--- config.mk ---
export PLATFORM = sky130hd
export DESIGN_NAME = clock_generic_config_regs
export DESIGN_NICKNAME = d
export VERILOG_FILES = /design/src/core/clock_cfg_pkg.sv /design/src/core/clock_generic_config_regs.sv /design/src/core/pin_signal_mux.sv
export SDC_FILE = /design/constraint.sdc
export NUM_CORES = 1
export LEC_CHECK = 0
export ABC_AREA = 1
export BUFFER_PORTS_ARGS = -buffer_cell sky130_fd_sc_hd__buf_2
export CORE_ASPECT_RATIO = 0.75
export CORE_MARGIN = 2
export CORE_UTILIZATION = 45
export CTS_BUF_LIST = sky130_fd_sc_hd__clkbuf_4
export DETAILED_ROUTE_END_ITERATION = 10
export GPL_TIMING_DRIVEN = 1
export PLACE_DENSITY = 0.73
export SLEW_MARGIN = 40
export SYNTH_ARGS = -nofsm -noshare
export SYNTH_HDL_FRONTEND = slang
export SYNTH_HIERARCHICAL = 1
export SYNTH_SLANG_ARGS = --single-unit
--- constraint.sdc ---
create_clock -name clock -period 1.27 [get_ports clock]
set_input_delay 0.3175 -clock clock [delete_from_list [all_inputs] [get_ports clock]]
set_output_delay 0.3175 -clock clock [all_outputs]
set_load 0.005 [all_outputs]
--- src/core/clock_cfg_pkg.sv ---
// Package for the generic clock configuration register page
package clock_cfg_pkg;

	// ----------------------------------------------------------------
	// Register offsets
	// ----------------------------------------------------------------
	localparam logic [7:0] OFS_PIN_CONFIG = 8'h18; // Pin 15 direction and selector
	localparam logic [7:0] OFS_SPARE = 8'h19; // Rail hold and holdover mapping
	localparam logic [7:0] OFS_FUSE_PTR = 8'h22; // One-hot fuse page pointer
	localparam logic [7:0] OFS_IO_SUPPLY = 8'h23; // IO supply and free-run enable
	localparam logic [7:0] OFS_IN_FIX_EN = 8'h24; // Inputs and fixed outputs
	localparam logic [7:0] OFS_FLEX_EN = 8'h25; // Flexible outputs
	localparam logic [7:0] OFS_WAKE_SEL = 8'h26; // Wake-up free-run PLL
	localparam logic [7:0] OFS_STATUS = 8'h1F; // Read-only page status

	// ----------------------------------------------------------------
	// Reset values
	// ----------------------------------------------------------------
	localparam logic [7:0] RST_REG = 8'h00; // Every field clears

	// ----------------------------------------------------------------
	// Field positions
	// ----------------------------------------------------------------
	localparam int POS_PIN_DIR = 3; // Pin 15 direction bit
	localparam int POS_SEL_HI = 2; // Selector top bit
	localparam int POS_RAIL_HOLD = 7; // Hold rail on the left
	localparam int POS_HO_MAP = 6; // Per-PLL holdover mapping
	localparam int POS_RESV_PAGE = 4; // Reserved fuse page bit
	localparam int POS_SUPPLY = 7; // IO supply from input supply
	localparam int POS_FREE_EN = 5; // Free-run-at-wake enable
	localparam int POS_WAKE_HI = 7; // Wake PLL select top bit
	localparam int POS_WAKE_LO = 6; // Wake PLL select low bit

	// ----------------------------------------------------------------
	// Selector codes for pin 15
	// ----------------------------------------------------------------
	localparam logic [2:0] SEL_ZERO = 3'h0; // Constant low
	localparam logic [2:0] SEL_ALL = 3'h1; // Every alarm
	localparam logic [2:0] SEL_PLL = 3'h2; // PLL alarms only
	localparam logic [2:0] SEL_MON = 3'h3; // Input monitor alarms only
	localparam logic [2:0] SEL_STATUS = 3'h4; // Live monitoring status
	localparam logic [2:0] SEL_DBG0 = 3'h5; // Internal debug 0
	localparam logic [2:0] SEL_DBG1 = 3'h6; // Internal debug 1
	localparam logic [2:0] SEL_DBG2 = 3'h7; // Internal debug 2

	// ----------------------------------------------------------------
	// Monitor events carried from the detectors
	// ----------------------------------------------------------------
	typedef struct packed {
		logic [3:0] clock_loss; // Loss of clock per input
		logic [3:0] drift; // Coarse frequency drift per input
		logic [3:0] loss_of_lock; // Loss of lock per PLL
		logic [3:0] freeze; // Holdover freeze per PLL
		logic monitor; // Live clock monitoring status
		logic [2:0] debug; // Internal debug taps
	} sense_t;

	// ----------------------------------------------------------------
	// Alarm reductions
	// ----------------------------------------------------------------
	function automatic logic pll_alarm(input sense_t s);
		pll_alarm = |{s.loss_of_lock, s.freeze};
	endfunction : pll_alarm

	function automatic logic mon_alarm(input sense_t s);
		mon_alarm = |{s.clock_loss, s.drift};
	endfunction : mon_alarm

	// Zero or a single bit, and never the reserved page
	function automatic logic fuse_legal(input logic [7:0] v);
		fuse_legal = ((v & (v - 8'h01)) == 8'h00) && !v[POS_RESV_PAGE];
	endfunction : fuse_legal

endpackage : clock_cfg_pkg

--- src/core/clock_generic_config_regs.sv ---
// Generic configuration register page of a multi-PLL clock generator
//
// Contract
// - Selector zero drives constant low on pin
// - Selector drives pin only in output mode
// - Code one drives OR of all alarms
// - Code two drives OR of PLL alarms
// - Code three drives OR of input alarms
// - Code four monitor status; rest debug only
// - Spare bit seven holds pad rail left
// - Spare bit six maps per-PLL forced holdover
// - One-hot fuse pointer; page four refused
// - Supply bit picks input or core rail
// - Four active-low clock input enables
// - Two active-low bottom fixed output enables
// - Two active-low top fixed output enables
// - Eight active-low flexible output enables
// - Wake free-run PLL; valid flag gated by enable
// - Direction bit: zero input, one output
`timescale 1ns/100ps
module clock_generic_config_regs
	import clock_cfg_pkg::*;
(
	// Clock and reset
	input wire logic clock,
	input wire logic arst_n,
	// Register port
	input wire logic reg_write,
	input wire logic reg_read,
	input wire logic [7:0] reg_addr,
	input wire logic [7:0] reg_wdata,
	output logic [7:0] reg_rdata,
	output logic reg_ack,
	// Detector events, asynchronous
	input wire sense_t monitor_events,
	// Per-PLL holdover requests from the control register elsewhere
	input wire logic [3:0] holdover_force_req,
	// Pin 15 as three signals
	input wire logic multipurpose_pin_15_in,
	output logic multipurpose_pin_15_out,
	output logic multipurpose_pin_15_oe,
	// Supply controls
	output logic rail_switch_allowed,
	output logic io_supply_from_input,
	// Holdover forcing per PLL
	output logic [3:0] pll_force_holdover,
	// Fuse page pointer
	output logic [7:0] fuse_page_select,
	// Active-low enables
	output logic [3:0] clock_input_enable_n,
	output logic [1:0] bottom_output_enable_n,
	output logic [1:0] top_output_enable_n,
	output logic [7:0] flex_output_enable_n,
	// Wake-up free run
	output logic free_run_valid,
	output logic [1:0] free_run_pll
);

	// ----------------------------------------------------------------
	// State
	// ----------------------------------------------------------------
	// Whole module state, registered as one word
	typedef struct packed {
		logic [7:0] pin_config; // Direction and selector
		logic [7:0] spare; // Rail hold and holdover map
		logic [7:0] fuse_ptr; // One-hot page pointer
		logic [7:0] io_supply; // Supply and free-run enable
		logic [7:0] in_fix_en; // Input and fixed output enables
		logic [7:0] flex_en; // Flex output enables
		logic [7:0] wake_sel; // Wake PLL select
		sense_t ev_meta; // First synchroniser stage
		sense_t ev_sync; // Second synchroniser stage
		logic pin_meta; // Pin input first stage
		logic pin_sync; // Pin input second stage
		logic pin_out; // Driven pin level
		logic pin_oe; // Pin drive enable
		logic [3:0] force_ho; // Holdover forcing
		logic free_valid; // Free-run selection active
		logic fuse_err; // Refused fuse write seen
		logic [7:0] rdata; // Read answer
		logic ack; // Access answered
	} state_t;

	state_t state; // Current state
	state_t next_state; // Next state
	logic selected; // Signal chosen by the selector

	// ----------------------------------------------------------------
	// Signal selector
	// ----------------------------------------------------------------
	// Works on synchronised events only
	pin_signal_mux u_mux (
		.events(state.ev_sync),
		.select(state.pin_config[POS_SEL_HI:0]),
		.selected(selected)
	);

	// ----------------------------------------------------------------
	// Next state
	// ----------------------------------------------------------------
	// Register writes, reads, synchronisers and output flops
	always_comb begin
		next_state = state;

		// Two-flop synchronisers for asynchronous inputs
		next_state.ev_meta = monitor_events;
		next_state.ev_sync = state.ev_meta;
		next_state.pin_meta = multipurpose_pin_15_in;
		next_state.pin_sync = state.pin_meta;

		// Pin driven only in output mode
		if (state.pin_config[POS_PIN_DIR]) begin
			next_state.pin_oe = 1'b1;
			next_state.pin_out = selected;
		end else begin
			// Input mode keeps the selection off the pin
			next_state.pin_oe = 1'b0;
			next_state.pin_out = 1'b0;
		end

		// Holdover requests pass only when mapped
		if (state.spare[POS_HO_MAP]) begin
			next_state.force_ho = holdover_force_req;
		end else begin
			next_state.force_ho = 4'h0;
		end

		// Free-run choice acts only when enabled
		next_state.free_valid = state.io_supply[POS_FREE_EN];

		// Answer strobe lasts one cycle
		next_state.ack = 1'b0;

		// Register writes
		if (reg_write) begin
			next_state.ack = 1'b1;
			unique case (reg_addr)
				OFS_PIN_CONFIG: next_state.pin_config = reg_wdata;
				OFS_SPARE: next_state.spare = reg_wdata;
				OFS_FUSE_PTR: begin
					// Only zero or a single legal page is taken
					if (fuse_legal(reg_wdata)) begin
						next_state.fuse_ptr = reg_wdata;
						next_state.fuse_err = 1'b0;
					end else begin
						next_state.fuse_err = 1'b1;
					end
				end
				OFS_IO_SUPPLY: next_state.io_supply = reg_wdata;
				OFS_IN_FIX_EN: next_state.in_fix_en = reg_wdata;
				OFS_FLEX_EN: next_state.flex_en = reg_wdata;
				OFS_WAKE_SEL: next_state.wake_sel = reg_wdata;
				default: begin
					// Unmapped or read-only: ignored
				end
			endcase
		end else if (reg_read) begin
			// Register reads; unmapped answers zero
			next_state.ack = 1'b1;
			unique case (reg_addr)
				OFS_PIN_CONFIG: next_state.rdata = state.pin_config;
				OFS_SPARE: next_state.rdata = state.spare;
				OFS_FUSE_PTR: next_state.rdata = state.fuse_ptr;
				OFS_IO_SUPPLY: next_state.rdata = state.io_supply;
				OFS_IN_FIX_EN: next_state.rdata = state.in_fix_en;
				OFS_FLEX_EN: next_state.rdata = state.flex_en;
				OFS_WAKE_SEL: next_state.rdata = state.wake_sel;
				OFS_STATUS: begin
					// Pin level, selected signal, refused fuse write
					next_state.rdata = {5'h00, state.fuse_err, state.pin_out,
						state.pin_sync};
				end
				default: next_state.rdata = 8'h00;
			endcase
		end
	end

	// ----------------------------------------------------------------
	// State register
	// ----------------------------------------------------------------
	// Every field clears on reset
	always_ff @(posedge clock or negedge arst_n) begin
		if (!arst_n) begin
			state <= '0;
		end else begin
			state <= next_state;
		end
	end

	// ----------------------------------------------------------------
	// Outputs
	// ----------------------------------------------------------------
	// Register port answer
	assign reg_rdata = state.rdata;
	assign reg_ack = state.ack;

	// Pin 15 drive
	assign multipurpose_pin_15_out = state.pin_out;
	assign multipurpose_pin_15_oe = state.pin_oe;

	// Rail switch allowed while the hold bit is clear
	assign rail_switch_allowed = ~state.spare[POS_RAIL_HOLD];

	// One means input supply, zero core supply
	assign io_supply_from_input = state.io_supply[POS_SUPPLY];

	// Holdover forcing
	assign pll_force_holdover = state.force_ho;

	// Fuse pointer as stored
	assign fuse_page_select = state.fuse_ptr;

	// Active-low enables straight from the register bits
	assign clock_input_enable_n = state.in_fix_en[7:4];
	assign bottom_output_enable_n = state.in_fix_en[3:2];
	assign top_output_enable_n = state.in_fix_en[1:0];
	assign flex_output_enable_n = state.flex_en;

	// Wake free-run PLL, zero for A up to three for D
	assign free_run_valid = state.free_valid;
	assign free_run_pll = state.wake_sel[POS_WAKE_HI:POS_WAKE_LO];
endmodule : clock_generic_config_regs

--- src/core/pin_signal_mux.sv ---
// Selector that picks the internal signal shown on pin 15
`timescale 1ns/100ps
module pin_signal_mux
	import clock_cfg_pkg::*;
(
	input wire sense_t events,
	input wire logic [2:0] select,
	output logic selected
);

	// ----------------------------------------------------------------
	// Signal choice
	// ----------------------------------------------------------------
	// Pure decode; the caller registers the result
	always_comb begin
		unique case (select)
			SEL_ZERO: selected = 1'b0;
			SEL_ALL: selected = pll_alarm(events) | mon_alarm(events);
			SEL_PLL: selected = pll_alarm(events);
			SEL_MON: selected = mon_alarm(events);
			SEL_STATUS: selected = events.monitor;
			SEL_DBG0: selected = events.debug[0];
			SEL_DBG1: selected = events.debug[1];
			SEL_DBG2: selected = events.debug[2];
		endcase
	end

endmodule : pin_signal_mux

==> flow_metrics.env, run 1 <==
export IMPL_synthCells=575
export IMPL_cts_htree_levels=4
export IMPL_finalCritPeriodShare_pct=111
export IMPL_numCtsBuffers=17
export IMPL_criticalPathCategory="reg -> out"
export IMPL_cap_violations=0
export IMPL_track_usage_pct=23.2
export IMPL_violations="negative setup slack"
export IMPL_ir_worst_vdd_mv=0.645
export IMPL_synth_seq_cells=115
export IMPL_dp_cells=825
export IMPL_layout_drive_gt1_share_pct=34.6
export IMPL_yosysWarnings=6
export IMPL_synth_cell_types=24
export IMPL_finalSetupTns_ps=-4510
export IMPL_worstPathCellList="buf_2"
export IMPL_cpPeakStageDelay_ps=420
export IMPL_worstMarginPinSlew_ps=335
export IMPL_clk_latency_ps=530
export IMPL_finalSetupViolCount=44
export IMPL_max_slew_margin_rel_pct=77.6
export IMPL_grt_first_pass_wirelength_um=22100
export IMPL_viasPerCell=4.71
export IMPL_power_leakage_nw=3.80
export IMPL_final_cell_count_no_fill=922
export IMPL_die_y_um=98.1
export IMPL_cp_slowest_cell="dfrtp_1"
export IMPL_startpoint="flex_output_enable_n[4]"
export IMPL_fin_ws_ps=-135
export IMPL_hp_start="reg_wdata[6]"
export IMPL_initial_core_util_pct=45.9
export IMPL_grt_pass1_vias=4387
export IMPL_antenna_found_initial=0
export IMPL_holdCritPathClass="in -> reg"
export IMPL_detail_route_antenna_nets=0
export IMPL_drc_errors=0
export IMPL_final_max_slew_viol_count=0
export IMPL_rr_startpoint="flex_output_enable_n[5]"
export IMPL_post_drt_wl_per_cell_um=14.8
export IMPL_cts_path_max_buffers=2
export IMPL_setup_worst_path_start_class="register"
export IMPL_drt_first_pass_iters=5
export IMPL_nets=793
export IMPL_required_ps=950
export IMPL_hold_violations=0
export IMPL_syn_avg_cell_area_um2=9.24
export IMPL_grt_start_max_net_pins=34
export IMPL_row_count=34
export IMPL_hpwl_um=9990
export IMPL_finalWirelength_um=13600
export IMPL_gr_total_overflow=0
export IMPL_vias=4344
export IMPL_syn_to_final_growth_pct=30.3
export IMPL_max_freq_mhz=712
export IMPL_n_antenna_cell=0
export IMPL_crit_buf_inv=1
export IMPL_rsz0062_at_grt="yes"
export IMPL_clock_skew_ps=13.6
export IMPL_path_max_fanout=2
export IMPL_period_needed_ps=1410
export IMPL_drt_iter0_drc=249
export IMPL_fillers=1020
export IMPL_die_x_um=129
export IMPL_yosysSeqAreaShare_pct=54.1
export IMPL_status="complete, but fails checks"
export IMPL_clock_sinks=115
export IMPL_synth_nets=620
export IMPL_end_kind="output port"
export IMPL_syn_cell_area_um2=5320
export IMPL_path_clk_slew_ps=100
export IMPL_fp_coreArea_um2=11600
export IMPL_dieArea_um2=12700
export IMPL_gp_congestion=0.972
export IMPL_cts_root_buffer="clkbuf_4"
export IMPL_io_pins=89
export IMPL_power_density_nw_per_um2=1060
export IMPL_cts_tree="built"
export IMPL_io_buffers=88
export IMPL_arrival_ps=1090
export IMPL_crit_family="flip-flops"
-- cell usage in the layout, fill, tap and decap left out --
master	Yosys	final
nand2_1	166	164
dfrtp_1	115	115
buf_2	6	86
buf_4	40	85
nand3_1	64	63
nor2_1	42	39
inv_1	32	30
o21a_1	28	28
dlygate4sd3_1	0	27
o21ai_0	20	20
clkbuf_4	0	17
inv_2	10	12
nand2_2	10	12
nor2_4	9	10
buf_12	0	9
nor2_8	7	7
nand2_4	6	6
clkinvlp_4	0	5
nor2_2	2	4
clkinv_1	1	3
nand3b_1	3	3
clkinv_4	0	3
clkinv_2	0	2
bufinv_16	0	2
nand4_1	2	2
o21ai_1	1	1
nand3_4	1	1
nand3_2	0	1
a21oi_1	1	1
buf_6	7	1
nor3_1	1	1
-- routing by layer --
layer  up-vias  routed length, um  global-route usage [%]
met3        20                871                    6.14
met2       119               6250                    35.4
met1      2065               6270                    32.2
met5         -                  0                       0
met4         0                250                    8.27
li1       2140                  -                       -
-- Yosys cell counts --
cell | n | area, um2
nand2_1 | 166 | 623
dfrtp_1 | 115 | 2880
nand3_1 | 64 | 320
nor2_1 | 42 | 158
buf_4 | 40 | 300
inv_1 | 32 | 120
o21a_1 | 28 | 210
o21ai_0 | 20 | 100
inv_2 | 10 | 37.5
nand2_2 | 10 | 62.6
nor2_4 | 9 | 101
buf_6 | 7 | 78.8
nor2_8 | 7 | 140
buf_2 | 6 | 30.0
nand2_4 | 6 | 67.6
nand3b_1 | 3 | 22.5
nand4_1 | 2 | 12.5
nor2_2 | 2 | 12.5
a21oi_1 | 1 | 5.00
clkbuf_1 | 1 | 3.75
clkinv_1 | 1 | 3.75
nand3_4 | 1 | 17.5
nor3_1 | 1 | 5.00
o21ai_1 | 1 | 5.00
-- cells by family after synthesis --
family	count (synthesis)	share of synthesized area, %
buffers and inverters	97	10.8
AO/OA/AOI/OAI	50	6.03
AND/OR/NAND/NOR	313	29.0
flip-flops	115	54.1
-- per-stage QoR --
stage | util (%) | worst slack, ps | power (W) | hold WS [ps] | cell area, um2
floorplan | - | 6.43 | 0.00436 | 21.9 | 5320
global placement | 52.4 | -293 | 0.00470 | 204 | 6070
detailed placement | 52.4 | -331 | 0.00473 | 204 | 6070
CTS | 59.2 | -168 | 0.00743 | 24.4 | 6850
global route | 59.9 | -196 | 0.00772 | 50.4 | 6930
finish | 59.9 | -135 | 0.00735 | 59.6 | 6930
-- report_power, final --
group          internal, W  switching (W)
Sequential         0.00385       0.000104
Clock              0.00114        0.00142
Combinational     0.000411       0.000436
-- final cells by class --
| type | instances | area [um2] | share of cell area (%) |
|---|---|---|---|
| sequential | 115 | 2880 | 41.5 |
| timing repair buffer | 208 | 1530 | 22.1 |
| tap | 162 | 203 | 2.93 |
| inverter | 43 | 161 | 2.33 |
| clock buffer | 17 | 128 | 1.84 |
| clock inverter | 14 | 141 | 2.04 |
| multi-input combinational | 363 | 1890 | 27.2 |
-- flip-flops by register name, indices dropped and copies added, names as in the netlist --
register / count
state: 50
next_state: 22
flex_output_enable_n: 8
fuse_page_select: 8
reg_rdata: 8
clock_input_enable_n: 4
pll_force_holdover: 4
bottom_output_enable_n: 2
free_run_pll: 2
top_output_enable_n: 2
free_run_valid: 1
io_supply_from_input: 1
multipurpose_pin_15_oe: 1
multipurpose_pin_15_out: 1
reg_ack: 1
-- worst reg2reg max path, stage by stage (launching register included) --
cell and delay [ps]:
dfrtp_1 400, buf_4 130, buf_4 140, nand3_1 70, nand2_1 60, nor2_1 90
nand2_1 70, nand2_1 70, nand2_1 50
-- final timing paths --
| check | end | cells after the start | slack, ps |
|---|---|---|---|
| min | state[105] | 3 | 60 |
| min reg2reg | state[22] | 0 | 350 |
| min in group asynchronous | next_state[21] | 2 | 190 |
| max | flex_output_enable_n[4] | 1 | -140 |
| max in group asynchronous | next_state[24] | 3 | 620 |
| max reg2reg | reg_rdata[5] | 8 | 90 |
-- what timing repair did --
item | CTS | global route
endpoints found under the setup margin | 44 | 47
gates resized for setup | 2 | 7
endpoints found under the hold margin | 141 | 0
setup buffers | 31 | 9
hold buffers | 27 | 0
pin swaps | 0 | 5
Power figures use the tool's default switching activity.
==> run 2: changes to the inputs <==
SKIP_LAST_GASP = 1   (was not set)
==> run 2 against run 1 <==
Setup slack improved by 3.3 ps. Clock power hardly changed. Critical path depth unchanged. Largest power group unchanged. The flow still finishes with violations (negative setup slack). Core utilization is the same.
==> flow_metrics.env, run 2 (synthesized netlist as in run 1, its figures left out) <==
export IMPL_setup_worst_path_start_class="register"
export IMPL_viasPerCell=4.71
export IMPL_finalWirelength_um=13600
export IMPL_ir_worst_vdd_mv=0.645
export IMPL_syn_to_final_growth_pct=30.3
export IMPL_cts_root_buffer="clkbuf_4"
export IMPL_path_clk_slew_ps=100
export IMPL_worstPathCellList="buf_2"
export IMPL_reg2reg_to="reg_rdata[5]"
export IMPL_required_ps=950
export IMPL_cp_slowest_cell="dfrtp_1"
export IMPL_power_leakage_nw=3.81
export IMPL_detail_route_antenna_nets=0
export IMPL_reg2reg_slack_ps=90
export IMPL_whs_ps=65.0
export IMPL_track_usage_pct=23.2
export IMPL_grt_start_max_net_pins=34
export IMPL_drt_first_pass_iters=5
export IMPL_clock_sinks=115
export IMPL_arrival_ps=1080
export IMPL_final_common_cell="nand2_1"
export IMPL_clock_skew_ps=13.6
export IMPL_reg2regPathDepth=8
export IMPL_grt_first_pass_wirelength_um=22100
export IMPL_utilization_pct=59.9
export IMPL_rsz0062_at_grt="yes"
export IMPL_antenna_found_initial=0
export IMPL_fp_coreArea_um2=11600
export IMPL_cts_path_max_buffers=2
export IMPL_final_max_slew_viol_count=0
export IMPL_post_drt_wl_per_cell_um=14.8
export IMPL_initial_core_util_pct=45.9
export IMPL_criticalPathCategory="reg -> out"
export IMPL_final_cell_mix="nand2_1 (164), dfrtp_1 (115), buf_2 (86), buf_4 (85), nand3_1 (63)"
export IMPL_cap_violations=0
export IMPL_finalSetupViolCount=44
export IMPL_holdCritPathClass="in -> reg"
export IMPL_fin_ws_ps=-132
export IMPL_dpl_worst_slack_ps=-331
export IMPL_gp_congestion=0.972
export IMPL_layout_drive_gt1_share_pct=34.5
export IMPL_nets=793
export IMPL_row_count=34
export IMPL_n_antenna_cell=0
export IMPL_period_needed_ps=1400
export IMPL_crit_buf_inv=1
export IMPL_hpwl_um=9990
export IMPL_cpPeakStageDelay_ps=420
export IMPL_power_density_nw_per_um2=1060
export IMPL_path_max_fanout=2
export IMPL_max_freq_mhz=713
export IMPL_max_slew_margin_rel_pct=77.6
export IMPL_largest_reg_flops=50
export IMPL_whs_path_depth=3
export IMPL_worstMarginPinSlew_ps=335
export IMPL_dieArea_um2=12700
export IMPL_end_kind="output port"
export IMPL_drc_errors=0
export IMPL_numCtsBuffers=17
export IMPL_grt_pass1_vias=4387
export IMPL_cts_htree_levels=4
export IMPL_violations="negative setup slack"
export IMPL_drt_iter0_drc=249
export IMPL_gr_total_overflow=0
export IMPL_io_buffers=88
export IMPL_clk_latency_ps=530
export IMPL_die_x_um=129
export IMPL_cts_tree="built"
export IMPL_rr_startpoint="flex_output_enable_n[5]"
export IMPL_finalCritPeriodShare_pct=110
export IMPL_hold_violations=0
export IMPL_status="complete, but fails checks"
export IMPL_crit_family="flip-flops"
export IMPL_min_to="state[105]"
export IMPL_vias=4344
export IMPL_io_pins=89
export IMPL_die_y_um=98.1
export IMPL_hp_start="reg_wdata[6]"
export IMPL_regMostFlops="state"
[run 2: cell counts in the layout (fill, tap and decap cells not counted)]
Identical to the previous run, type by type.
[run 2: timing repair]
action | in CTS | in global routing
gates cloned | 0 | 0
endpoints found under the hold margin | 141 | 0
resized for setup | 2 | 6
hold buffers | 27 | 0
endpoints found under the setup margin | 44 | 47
buffers inserted | 31 | 9
pin swaps | 0 | 5
[run 2: layout make-up]
class	count	area [um2]
Timing Repair Buffer	208	1530
Fill cell	1020	4640
Clock inverter	14	141
Inverter	43	161
Tap cell	162	203
Sequential cell	115	2880
Multi-Input combinational cell	363	1890
Clock buffer	17	128
[run 2: worst max-delay path by stage]
| stage | cells past startpoint | to | startpoint | slack, ps |
|---|---|---|---|---|
| CTS | 1 | flex_output_enable_n[4] | flex_output_enable_n[4] | -170 |
| finish | 1 | flex_output_enable_n[4] | flex_output_enable_n[4] | -130 |
| global placement | 8 | state[104] | reg_addr[2] | -290 |
| detailed placement | 8 | state[101] | reg_addr[2] | -330 |
| global route | 1 | clock_input_enable_n[2] | clock_input_enable_n[2] | -200 |
| floorplan | 8 | state[113] | reg_addr[6] | 6 |
[run 2: power by group]
group	internal (W)	switching [W]	leakage (nW)	total [W]
logic	0.000411	0.000436	2.25	0.000847
registers	0.00385	0.000104	1.43	0.00395
clock network	0.00114	0.00141	0.131	0.00255
[run 2: layer usage]
metal / global-route usage (%) / vias up / part of all wire [%]
met4: 8.27 / 0 / 1.6
li1: - / 2139 / -
met2: 35.4 / 118 / 46
met1: 32.2 / 2070 / 46
met3: 6.14 / 17 / 6.1
met5: 0 / - / 0
[run 2: through the flow]
stage	TNS [ps]	power, W	std cells	instance area [um2]
after global routing	-7040	0.00772	922	6930
after global placement	-14690	0.00470	825	6070
after detailed placement	-15950	0.00473	825	6070
after CTS	-6060	0.00743	914	6850
final	-4370	0.00735	922	6930
after floorplan	0	0.00436	575	5320
